File: src/swr_consts.vh
/*
 * Constants for the path and channel router: register offsets, field
 * positions, reset values and codes.
 * Assumes inclusion by bare name from the router design files.
 */
`ifndef SWR_CONSTS_VH
`define SWR_CONSTS_VH

// --
// Register offsets (byte addresses)
// --
`define SWR_OFF_CTRL 8'h00
`define SWR_OFF_PORTS 8'h04
`define SWR_OFF_PORTNUM 8'h08
`define SWR_OFF_STATUS 8'h0c
`define SWR_OFF_LAST 8'h10
`define SWR_OFF_REJCNT 8'h14

// --
// Field positions and reset values
// --
`define SWR_CTRL_TYPE_LSB 0
`define SWR_CTRL_FDX_BIT 2
`define SWR_CTRL_RST 3'h0
`define SWR_PORTS_RST 7'h04
`define SWR_PORTNUM_RST 7'h01
`define SWR_PORTS_MIN 7'h04
`define SWR_PORTS_MAX 7'h7e

// --
// Node types, route and channel byte layout
// --
`define SWR_NODE_SINGLE 2'h0
`define SWR_NODE_DUAL 2'h1
`define SWR_NODE_SWITCH 2'h2
`define SWR_EXT_BIT 7
`define SWR_SELF_BYTE 8'h00
`define SWR_SELF_EXT_BYTE 8'h80

// --
// Decisions, error code and special characters
// --
`define SWR_ACT_ACCEPT 2'h0
`define SWR_ACT_FORWARD 2'h1
`define SWR_ACT_REJECT 2'h2
`define SWR_ERR_FRAME_REJECT 4'h9
`define SWR_SPC_NONE 2'h0
`define SWR_SPC_ACK 2'h1
`define SWR_SPC_RR 2'h2

`endif

File: src/swr_router.v
/*
 * Path and channel router for one port of a serial web node: decodes
 * the route byte and channel selector of inbound frames, keeps per-link
 * acknowledge and receiver-ready handling, and holds its registers.
 * Assumes address bytes arrive from same-clock receive logic, one per
 * addr_valid cycle, with addr_first on the first route byte.
 */
// Overview of operation
// - single port accepts 00h, else reject
// - single port reports port number one
// - dual port decrements nonzero index, forwards
// - dual port rejects 80h
// - dual port reports port one or two
// - switch port count even, 4 to 126
// - switch accepts 00h, decodes channel selector
// - index within ports: forward there, delete byte
// - index beyond ports: forward to pair partner
// - paired scheme subtracts ports plus one
// - switch rejects 80h
// - switch rejects delete with no continuation
// - switch rejects routing back to input
// - switch ports numbered from one
// - channel index 0 selects control message
// - single channel byte selects that channel
// - two bytes select 128 times first plus second
// - malformed channel starts frame-reject recovery
// - pairs are two adjacent identical specials
// - pairs never cross between ports
// - pending pairs may interleave mid-frame
// - indexes are unsigned seven bits
// - forwarded frames get a fresh check field
`timescale 1ns/100ps
`default_nettype none
`include "swr_consts.vh"

module swr_router (
    input wire ref_clk,
    input wire rst_n,
    input wire [7:0] reg_addr,
    input wire [31:0] reg_wdata,
    input wire reg_wr,
    input wire reg_rd,
    output reg [31:0] reg_rdata,
    input wire addr_valid,
    input wire addr_first,
    input wire [7:0] addr_byte,
    output reg dec_valid,
    output reg [1:0] dec_action,
    output reg [6:0] dec_out_port,
    output reg [7:0] dec_new_byte,
    output reg dec_delete,
    output reg dec_crc_regen,
    output reg ch_valid,
    output reg [13:0] ch_number,
    output reg ch_control_message,
    output reg link_error_recovery,
    output reg [3:0] link_error_code,
    input wire rx_valid,
    input wire [1:0] rx_spc,
    input wire ack_req,
    input wire rr_req,
    output wire ack_pair,
    output wire rr_pair,
    output wire pair_single_err,
    input wire frm_valid,
    input wire frm_in_frame,
    input wire [7:0] frm_char,
    output wire frm_ready,
    output wire tx_valid,
    output wire [7:0] tx_char,
    output wire [1:0] tx_spc
);
    // --
    // Decode states
    // --
    localparam [1:0] ST_PATH = 2'h0;
    localparam [1:0] ST_CH1 = 2'h1;
    localparam [1:0] ST_CH2 = 2'h2;
    localparam [1:0] ST_SKIP = 2'h3;

    reg [2:0] ctrl_reg;
    reg [6:0] ports_reg;
    reg [6:0] portnum_reg;
    reg [1:0] state_reg;
    reg [1:0] state_next;
    reg [6:0] ch1_reg;
    reg ack_pend_reg;
    reg rr_pend_reg;
    reg [15:0] rejcnt_reg;
    reg [15:0] last_reg;
    reg [1:0] act;
    reg [6:0] oport;
    reg [7:0] nbyte;
    reg del;
    reg rej;
    reg [7:0] rdata_next;

    wire [1:0] node_type;
    wire full_duplex;
    wire [6:0] port_eff;
    wire ack_sent;
    wire rr_sent;

    assign node_type = ctrl_reg[`SWR_CTRL_TYPE_LSB + 1:`SWR_CTRL_TYPE_LSB];
    assign full_duplex = ctrl_reg[`SWR_CTRL_FDX_BIT];

    // --
    // Byte field helpers
    // --
    // continuation in bit 7
    function ext_of;
        input [7:0] b;
        begin
            ext_of = b[`SWR_EXT_BIT];
        end
    endfunction

    function [6:0] idx_of;
        input [7:0] b;
        begin
            idx_of = b[6:0];
        end
    endfunction

    function [6:0] clamp_ports;
        input [6:0] p;
        reg [6:0] e;
        begin
            e = {p[6:1], 1'b0};
            if (e < `SWR_PORTS_MIN) begin
                clamp_ports = `SWR_PORTS_MIN;
            end else if (e > `SWR_PORTS_MAX) begin
                clamp_ports = `SWR_PORTS_MAX;
            end else begin
                clamp_ports = e;
            end
        end
    endfunction

    // --
    // Reported port number
    // --
    // single port is one
    // dual port is one or two
    function [6:0] port_of;
        input [1:0] t;
        input [6:0] req;
        input [6:0] np;
        begin
            case (t)
                `SWR_NODE_DUAL: port_of = (req == 7'h02) ? 7'h02 : 7'h01;
                `SWR_NODE_SWITCH: port_of = (req == 7'h00) ? 7'h01 :
                    ((req > np) ? np : req);
                default: port_of = 7'h01;
            endcase
        end
    endfunction

    assign port_eff = port_of(node_type, portnum_reg, ports_reg);

    // --
    // Route byte decision
    // --
    always @* begin
        act = `SWR_ACT_REJECT;
        oport = 7'h00;
        nbyte = addr_byte;
        del = 1'b0;
        if (addr_byte == `SWR_SELF_BYTE) begin
            act = `SWR_ACT_ACCEPT;
        end else begin
            case (node_type)
                `SWR_NODE_DUAL: begin
                    if (idx_of(addr_byte) != 7'h00) begin
                        act = `SWR_ACT_FORWARD;
                        oport = (port_eff == 7'h01) ? 7'h02 : 7'h01;
                        nbyte = {ext_of(addr_byte), idx_of(addr_byte) - 7'h01};
                    end
                end
                `SWR_NODE_SWITCH: begin
                    if (idx_of(addr_byte) > ports_reg) begin
                        act = `SWR_ACT_FORWARD;
                        oport = port_eff[0] ? port_eff + 7'h01 : port_eff - 7'h01;
                        nbyte = {ext_of(addr_byte),
                            idx_of(addr_byte) - ports_reg - 7'h01};
                    end else if (idx_of(addr_byte) != 7'h00 &&
                            idx_of(addr_byte) != port_eff &&
                            ext_of(addr_byte)) begin
                        // out the named port, byte removed
                        act = `SWR_ACT_FORWARD;
                        oport = idx_of(addr_byte);
                        del = 1'b1;
                    end
                end
                default: begin
                    act = `SWR_ACT_REJECT;
                end
            endcase
        end
        rej = (act == `SWR_ACT_REJECT);
    end

    // --
    // Address byte sequencer
    // --
    always @* begin
        state_next = state_reg;
        if (addr_valid) begin
            if (addr_first) begin
                state_next = (act == `SWR_ACT_ACCEPT) ? ST_CH1 : ST_SKIP;
            end else begin
                case (state_reg)
                    ST_CH1: state_next = (idx_of(addr_byte) != 7'h00 &&
                        ext_of(addr_byte)) ? ST_CH2 : ST_SKIP;
                    ST_CH2: state_next = ST_SKIP;
                    default: state_next = state_reg;
                endcase
            end
        end
    end

    always @(posedge ref_clk or negedge rst_n) begin
        if (!rst_n) begin
            state_reg <= ST_SKIP;
            ch1_reg <= 7'h00;
            dec_valid <= 1'b0;
            dec_action <= `SWR_ACT_ACCEPT;
            dec_out_port <= 7'h00;
            dec_new_byte <= 8'h00;
            dec_delete <= 1'b0;
            dec_crc_regen <= 1'b0;
            ch_valid <= 1'b0;
            ch_number <= 14'h0000;
            ch_control_message <= 1'b0;
            link_error_recovery <= 1'b0;
            link_error_code <= 4'h0;
        end else begin
            state_reg <= state_next;
            dec_valid <= 1'b0;
            ch_valid <= 1'b0;
            link_error_recovery <= 1'b0;
            if (addr_valid && addr_first) begin
                dec_valid <= 1'b1;
                dec_action <= act;
                dec_out_port <= oport;
                dec_new_byte <= nbyte;
                dec_delete <= del;
                dec_crc_regen <= (act == `SWR_ACT_FORWARD);
                if (rej) begin
                    link_error_recovery <= 1'b1;
                    link_error_code <= `SWR_ERR_FRAME_REJECT;
                end
            end else if (addr_valid && state_reg == ST_CH1) begin
                ch1_reg <= idx_of(addr_byte);
                if (idx_of(addr_byte) == 7'h00) begin
                    if (ext_of(addr_byte)) begin
                        link_error_recovery <= 1'b1;
                        link_error_code <= `SWR_ERR_FRAME_REJECT;
                    end else begin
                        ch_valid <= 1'b1;
                        ch_number <= 14'h0000;
                        ch_control_message <= 1'b1;
                    end
                end else if (!ext_of(addr_byte)) begin
                    ch_valid <= 1'b1;
                    ch_number <= {7'h00, idx_of(addr_byte)};
                    ch_control_message <= 1'b0;
                end
            end else if (addr_valid && state_reg == ST_CH2) begin
                if (!ext_of(addr_byte)) begin
                    ch_valid <= 1'b1;
                    ch_number <= {ch1_reg, idx_of(addr_byte)};
                    ch_control_message <= 1'b0;
                end else begin
                    link_error_recovery <= 1'b1;
                    link_error_code <= `SWR_ERR_FRAME_REJECT;
                end
            end
        end
    end

    // --
    // Per-link flow control
    // --
    // pairs end here, never relayed
    swr_pair_det u_pair (
        .ref_clk(ref_clk),
        .rst_n(rst_n),
        .rx_valid(rx_valid),
        .rx_spc(rx_spc),
        .ack_pair(ack_pair),
        .rr_pair(rr_pair),
        .single_err(pair_single_err)
    );

    // Set wins over the clear so a request in the send cycle is kept
    always @(posedge ref_clk or negedge rst_n) begin
        if (!rst_n) begin
            ack_pend_reg <= 1'b0;
            rr_pend_reg <= 1'b0;
        end else begin
            ack_pend_reg <= ack_req | (ack_pend_reg & ~ack_sent);
            rr_pend_reg <= rr_req | (rr_pend_reg & ~rr_sent);
        end
    end

    swr_tx_ins u_tx (
        .ref_clk(ref_clk),
        .rst_n(rst_n),
        .full_duplex(full_duplex),
        .ack_pend(ack_pend_reg),
        .rr_pend(rr_pend_reg),
        .frm_valid(frm_valid),
        .frm_in_frame(frm_in_frame),
        .frm_char(frm_char),
        .frm_ready(frm_ready),
        .tx_valid(tx_valid),
        .tx_char(tx_char),
        .tx_spc(tx_spc),
        .ack_sent(ack_sent),
        .rr_sent(rr_sent)
    );

    // --
    // Registers
    // --
    always @(posedge ref_clk or negedge rst_n) begin
        if (!rst_n) begin
            ctrl_reg <= `SWR_CTRL_RST;
            ports_reg <= `SWR_PORTS_RST;
            portnum_reg <= `SWR_PORTNUM_RST;
            rejcnt_reg <= 16'h0000;
            last_reg <= 16'h0000;
        end else begin
            if (reg_wr && reg_addr == `SWR_OFF_CTRL) begin
                ctrl_reg <= reg_wdata[2:0];
            end
            if (reg_wr && reg_addr == `SWR_OFF_PORTS) begin
                ports_reg <= clamp_ports(reg_wdata[6:0]);
            end
            if (reg_wr && reg_addr == `SWR_OFF_PORTNUM) begin
                portnum_reg <= reg_wdata[6:0];
            end
            // Counter saturates; an increment in a clearing write wins
            if (addr_valid && addr_first && rej) begin
                if (rejcnt_reg != 16'hffff) begin
                    rejcnt_reg <= rejcnt_reg + 16'h0001;
                end
            end else if (reg_wr && reg_addr == `SWR_OFF_REJCNT) begin
                rejcnt_reg <= 16'h0000;
            end
            if (addr_valid && addr_first) begin
                last_reg <= {act, del, oport[4:0], nbyte};
            end
        end
    end

    always @(posedge ref_clk or negedge rst_n) begin
        if (!rst_n) begin
            reg_rdata <= 32'h00000000;
        end else if (reg_rd) begin
            case (reg_addr)
                `SWR_OFF_CTRL: reg_rdata <= {29'h00000000, ctrl_reg};
                `SWR_OFF_PORTS: reg_rdata <= {25'h0000000, ports_reg};
                `SWR_OFF_PORTNUM: reg_rdata <= {25'h0000000, port_eff};
                `SWR_OFF_STATUS: reg_rdata <= {26'h0000000, state_reg,
                    ack_pend_reg, rr_pend_reg, node_type};
                `SWR_OFF_LAST: reg_rdata <= {16'h0000, last_reg};
                `SWR_OFF_REJCNT: reg_rdata <= {16'h0000, rejcnt_reg};
                default: reg_rdata <= 32'h00000000;
            endcase
        end else begin
            reg_rdata <= 32'h00000000;
        end
    end
endmodule
`default_nettype wire

File: src/swr_pair_det.v
/*
 * Receive-side pair detector for acknowledge and receiver-ready
 * special characters on one link.
 * Assumes one received character per rx_valid cycle, same clock.
 */
`timescale 1ns/100ps
`default_nettype none
`include "swr_consts.vh"

module swr_pair_det (
    input wire ref_clk,
    input wire rst_n,
    input wire rx_valid,
    input wire [1:0] rx_spc,
    output reg ack_pair,
    output reg rr_pair,
    output reg single_err
);
    reg [1:0] prev_reg;

    // --
    // Pair matching
    // --
    // only back-to-back pairs
    // Any other character between the two breaks the pair; after a match
    // the slot is consumed so three in a row give one pair, not two.
    always @(posedge ref_clk or negedge rst_n) begin
        if (!rst_n) begin
            prev_reg <= `SWR_SPC_NONE;
            ack_pair <= 1'b0;
            rr_pair <= 1'b0;
            single_err <= 1'b0;
        end else begin
            ack_pair <= 1'b0;
            rr_pair <= 1'b0;
            single_err <= 1'b0;
            if (rx_valid) begin
                if (rx_spc != `SWR_SPC_NONE && rx_spc == prev_reg) begin
                    ack_pair <= (rx_spc == `SWR_SPC_ACK);
                    rr_pair <= (rx_spc == `SWR_SPC_RR);
                    prev_reg <= `SWR_SPC_NONE;
                end else begin
                    single_err <= (prev_reg != `SWR_SPC_NONE);
                    prev_reg <= rx_spc;
                end
            end
        end
    end
endmodule
`default_nettype wire

File: src/swr_tx_ins.v
/*
 * Transmit character selector: inserts pending acknowledge and
 * receiver-ready pairs ahead of frame characters.
 * Assumes one character slot per clock and a frame source that holds
 * its character until frm_ready.
 */
`timescale 1ns/100ps
`default_nettype none
`include "swr_consts.vh"

module swr_tx_ins (
    input wire ref_clk,
    input wire rst_n,
    input wire full_duplex,
    input wire ack_pend,
    input wire rr_pend,
    input wire frm_valid,
    input wire frm_in_frame,
    input wire [7:0] frm_char,
    output reg frm_ready,
    output reg tx_valid,
    output reg [7:0] tx_char,
    output reg [1:0] tx_spc,
    output reg ack_sent,
    output reg rr_sent
);
    reg [1:0] second_reg;
    wire ins_ok;
    wire [1:0] pick;

    // pairs may cut into a frame
    assign ins_ok = full_duplex | ~frm_in_frame;
    assign pick = ack_pend ? `SWR_SPC_ACK : (rr_pend ? `SWR_SPC_RR : `SWR_SPC_NONE);

    // --
    // Slot selection
    // --
    // frm_ready is registered, so the frame source sees it one slot late;
    // it is dropped for one slot only, at the first character; second_reg keeps the two characters adjacent.
    always @(posedge ref_clk or negedge rst_n) begin
        if (!rst_n) begin
            second_reg <= `SWR_SPC_NONE;
            frm_ready <= 1'b0;
            tx_valid <= 1'b0;
            tx_char <= 8'h00;
            tx_spc <= `SWR_SPC_NONE;
            ack_sent <= 1'b0;
            rr_sent <= 1'b0;
        end else begin
            ack_sent <= 1'b0;
            rr_sent <= 1'b0;
            if (second_reg != `SWR_SPC_NONE) begin
                tx_valid <= 1'b1;
                tx_spc <= second_reg;
                tx_char <= 8'h00;
                second_reg <= `SWR_SPC_NONE;
                frm_ready <= 1'b1;
            end else if (ins_ok && pick != `SWR_SPC_NONE) begin
                tx_valid <= 1'b1;
                tx_spc <= pick;
                tx_char <= 8'h00;
                second_reg <= pick;
                // Clear pending on the first character so one request sends one pair
                ack_sent <= (pick == `SWR_SPC_ACK);
                rr_sent <= (pick == `SWR_SPC_RR);
                frm_ready <= 1'b0;
            end else begin
                tx_valid <= frm_valid & frm_ready;
                tx_spc <= `SWR_SPC_NONE;
                tx_char <= frm_char;
                frm_ready <= 1'b1;
            end
        end
    end
endmodule
`default_nettype wire

File: config.mk
export PLATFORM = sky130hd
export DESIGN_NAME = swr_router
export DESIGN_NICKNAME = d
export VERILOG_FILES = /design/src/swr_router.v /design/src/swr_pair_det.v /design/src/swr_tx_ins.v
export VERILOG_INCLUDE_DIRS = /design/src /design/src/src
export SDC_FILE = /design/constraint.sdc
export NUM_CORES = 1
export LEC_CHECK = 0
export BUFFER_PORTS_ARGS = -buffer_cell sky130_fd_sc_hd__buf_2
export CAP_MARGIN = 20
export CORE_UTILIZATION = 40
export CTS_BUF_LIST = sky130_fd_sc_hd__clkbuf_16
export DETAILED_ROUTE_END_ITERATION = 7
export REMOVE_ABC_BUFFERS = 1
export SYNTH_ARGS = -nofsm -noshare
export SYNTH_HDL_FRONTEND = slang
export SYNTH_SLANG_ARGS = --single-unit
File: constraint.sdc
create_clock -name ref_clk -period 6.6 [get_ports ref_clk]
set_input_delay 1.32 -clock ref_clk [delete_from_list [all_inputs] [get_ports ref_clk]]
set_output_delay 1.32 -clock ref_clk [all_outputs]
set_load 0.02 [all_outputs]
==> results.py <==
metrics = {
    "status": {
        "status": "complete, no violations",
    },
    "logic_synthesis": {
        "synth-seq-area-share_pct": 45.1,
        "ys_seq_elements": 118,
        "synth_area_um2": 6560,
        "syn_area_per_cell_um2": 9.55,
        "synth_edf_count": 0,
        "syn_inst": 687,
        "async_flop_share_pct": 100,
        "synth_warnings": 0,
        "synth_cell_type_count": 70,
        "synth_flop_cell": "dfrtp_1",
    },
    "global_routing": {
        "grt_max_degree": 77,
        "grtUsageTotal_pct": 21.6,
        "grt_antenna_before_repair": 0,
        "grt_overflow": 0,
        "grt_pass1_vias": 5339,
        "grt_pass1_wl_um": 27800,
    },
    "die": {
        "dieWidth_um": 130,
        "placement_rows": 46,
        "die-area_um2": 16900,
        "start_util_pct": 41.1,
        "ioPinCount": 157,
        "die_h_um": 130,
        "coreArea_um2": 15900,
    },
    "routing": {
        "drc": 0,
        "wl_um": 17600,
        "detail_route.wl_per_cell_um": 17.3,
        "drtIter0Drc": 378,
        "num_vias": 5619,
        "ant_nets": 0,
        "via_per_inst": 5.51,
        "drtPass1Iterations": 6,
    },
    "clock_tree": {
        "postCtsResizedCells": 0,
        "path_clk_slew_ps": 50,
        "cts_root_buffer": "clkbuf_16",
        "clk_latency_ps": 420,
        "cts_tree": "built",
        "ctsHtreeMaxLevel": 4,
        "numCtsBuffers": 17,
        "cts_setup_buffers": 0,
        "ctsHoldBuffers": 0,
        "cts.sinks": 118,
        "clockBufferDepth": 2,
    },
    "finish": {
        "area_delta_synth_final_pct": 18.4,
        "drive_gt1_share_pct": 23.0,
        "nNetsFinal": 880,
        "num_antenna_cells": 0,
    },
    "setup_path": {
        "crit_path_end_kind": "flip-flop",
        "cp_data_required_time_ps": 6890,
        "critPathMaxStageDelay_ps": 660,
        "r2r_end": "rejcnt_reg[5]",
        "path_common_cell": "nor2_1",
        "rr_startpoint": "ports_reg[2]",
        "crit_slowest_cell": "a211oi_4",
        "cp_top_family": "compound AO/OA/AOI/OAI gates",
        "r2r_cells": 13,
        "cp.arrival_ps": 4860,
        "regToRegSetupSlack_ps": 2250,
        "crit_type": "in2reg",
        "cp-start-kind": "input pin",
        "cp_cell_sequence": "buf_2 > inv_1 > ha_1 > nand2b_1 > or3_1 > nand2b_1 > nor2_1 > inv_2 > nor2_1 > nor2_1 > a21o_1 > a211oi_4 > buf_4 > a21oi_1 > a221o_1",
        "worstPathMaxFanout": 16,
        "worstPathBufferInverterCount": 4,
    },
    "sta": {
        "hold_slack_ps": 471,
        "hold_violations": 0,
        "relSlewSlack_pct": 36.5,
        "skew_ps": 10.9,
        "finalMaxSlewViolations": 0,
        "worst_slack_ps": 2040,
        "rsz0062_at_grt": "no",
        "finalCriticalPeriod_ps": 4560,
        "finalSetupViolations": 0,
        "timing.fmax_mhz": 219,
        "fin_tns_setup_ps": 0,
        "tightest_slew_ps": 953,
        "finalCritPeriodShare_pct": 69.1,
    },
    "power_and_ir_drop": {
        "switching_share_pct": 31.0,
        "combPwrFrac_pct": 20.4,
        "p_int_w": 0.00153,
        "power.density_nw_per_um2": 285,
        "power.leakage_nw": 3.76,
        "clockPowerShare_pct": 39.0,
        "ir_drop_v": 0.000179,
        "power_frac_seq_pct": 40.7,
        "p_sw_w": 0.000686,
    },
    "worst_hold_path": {
        "holdPathStages": 2,
        "hp-class": "reg2reg",
        "min_to": "ch_number[6]",
        "hp-start": "ch_number[6]",
    },
    "placed_design": {
        "port_buffers": 113,
        "place_worst_setup_slack_ps": 1670,
        "dp_hpwl_um": 13100,
        "routabilityCongestion": 0.891,
    },
    "job": {
        "cap_viol_max_count": 0,
    },
}
-- power by group through the flow --
stage	logic, W	registers (W)	clock network (W)
detailed placement	0.000452	0.000911	0
floorplan	0.000231	0.000957	0
finish	0.000452	0.000901	0.000864
global placement	0.000441	0.000909	0
global route	0.000499	0.000916	0.000919
CTS	0.000455	0.000901	0.000878
-- worst max-delay path by stage --
stage               depth (start not counted)            end          from  slack [ps]
floorplan                                  13  rejcnt_reg[0]  addr_byte[0]        2290
finish                                     15  rejcnt_reg[5]  addr_byte[0]        2040
global route                               14  rejcnt_reg[6]  addr_byte[0]        1780
detailed placement                         15  rejcnt_reg[5]  addr_byte[0]        1670
global placement                           15  rejcnt_reg[5]  addr_byte[0]        1740
CTS                                        15  rejcnt_reg[5]  addr_byte[0]        2100
-- cell usage in the layout (no fill, tap or decap), types with 9 or more instances in the layout --
cell type and n:
a21o_1 13, a21oi_1 38, a22oi_1 14, a311oi_1 9
and2_1 17, and3_1 16, buf_2 112, clkbuf_16 17
conb_1 18, dfrtp_1 114, ha_1 19, inv_1 30
mux2_2 24, nand2_1 87, nand3_1 12, nor2_1 40
nor2b_1 18, nor3_1 11, o21ai_0 44, xnor2_1 10
-- worst register-to-register path: cells and delay by family (launching register included) --
kind / cells / cell delay [ps]
adders and majority gates: 1 / 320
and+or+nand+nor: 3 / 730
buffers and inverters: 2 / 410
DFF: 1 / 590
AOI/OAI and AO/OA: 7 / 2190
-- cell families (layout without fill, tap and decap cells) --
kind of cell	Yosys count	in the layout	synth area share [%]
simple gates	246	246	19.2
compound gates	181	181	18.9
flops	118	118	45.1
buf+inv	75	175	5.59
mux	30	30	5.06
fa+ha+maj	20	20	3.93
xor+xnor	16	16	2.14
other cells	1	18	0.0572
-- Yosys cell counts (16+ instances only) --
| cell | number | share of area [%] |
|---|---|---|
| nor2_1 | 40 | 2.3 |
| and3_1 | 16 | 1.5 |
| dfrtp_1 | 114 | 44 |
| and2_1 | 17 | 1.6 |
| o21ai_0 | 44 | 3.4 |
| a21oi_1 | 38 | 2.9 |
| buf_4 | 20 | 2.3 |
| inv_1 | 26 | 1.5 |
| mux2_2 | 24 | 4.1 |
| clkbuf_1 | 25 | 1.4 |
| nor2b_1 | 18 | 1.7 |
| ha_1 | 19 | 3.6 |
| nand2_1 | 87 | 5.0 |
-- final cells by class --
class / instances / area [µm²]
repair buffers: 116 / 588
multi-input cells: 511 / 3300
flip-flops and latches: 118 / 2960
well taps: 216 / 270
inverters: 27 / 101
clock inverters: 15 / 125
clock buffers: 17 / 425
fillers: 1581 / 8180
-- per-layer routing --
| layer | GRT usage, % | routed length (µm) | vias up |
|---|---|---|---|
| met4 | 7.87 | 331 | 0 |
| li1 | - | - | 2658 |
| met1 | 28.2 | 7750 | 2725 |
| met5 | 0 | 0 | - |
| met2 | 34.8 | 8440 | 210 |
| met3 | 5.29 | 1130 | 26 |
-- metrics by stage --
stage                     instance area, µm²  utilization (%)  std cells  power, W
after floorplan                         6360                -        656   0.00119
after global placement                  7210             45.2        987   0.00135
after detailed placement                7210             45.2        987   0.00136
after CTS                               7760             48.7       1019   0.00223
after global routing                    7760             48.7       1020   0.00233
final                                   7760             48.7       1020   0.00222
Power figures use the tool's default switching activity.
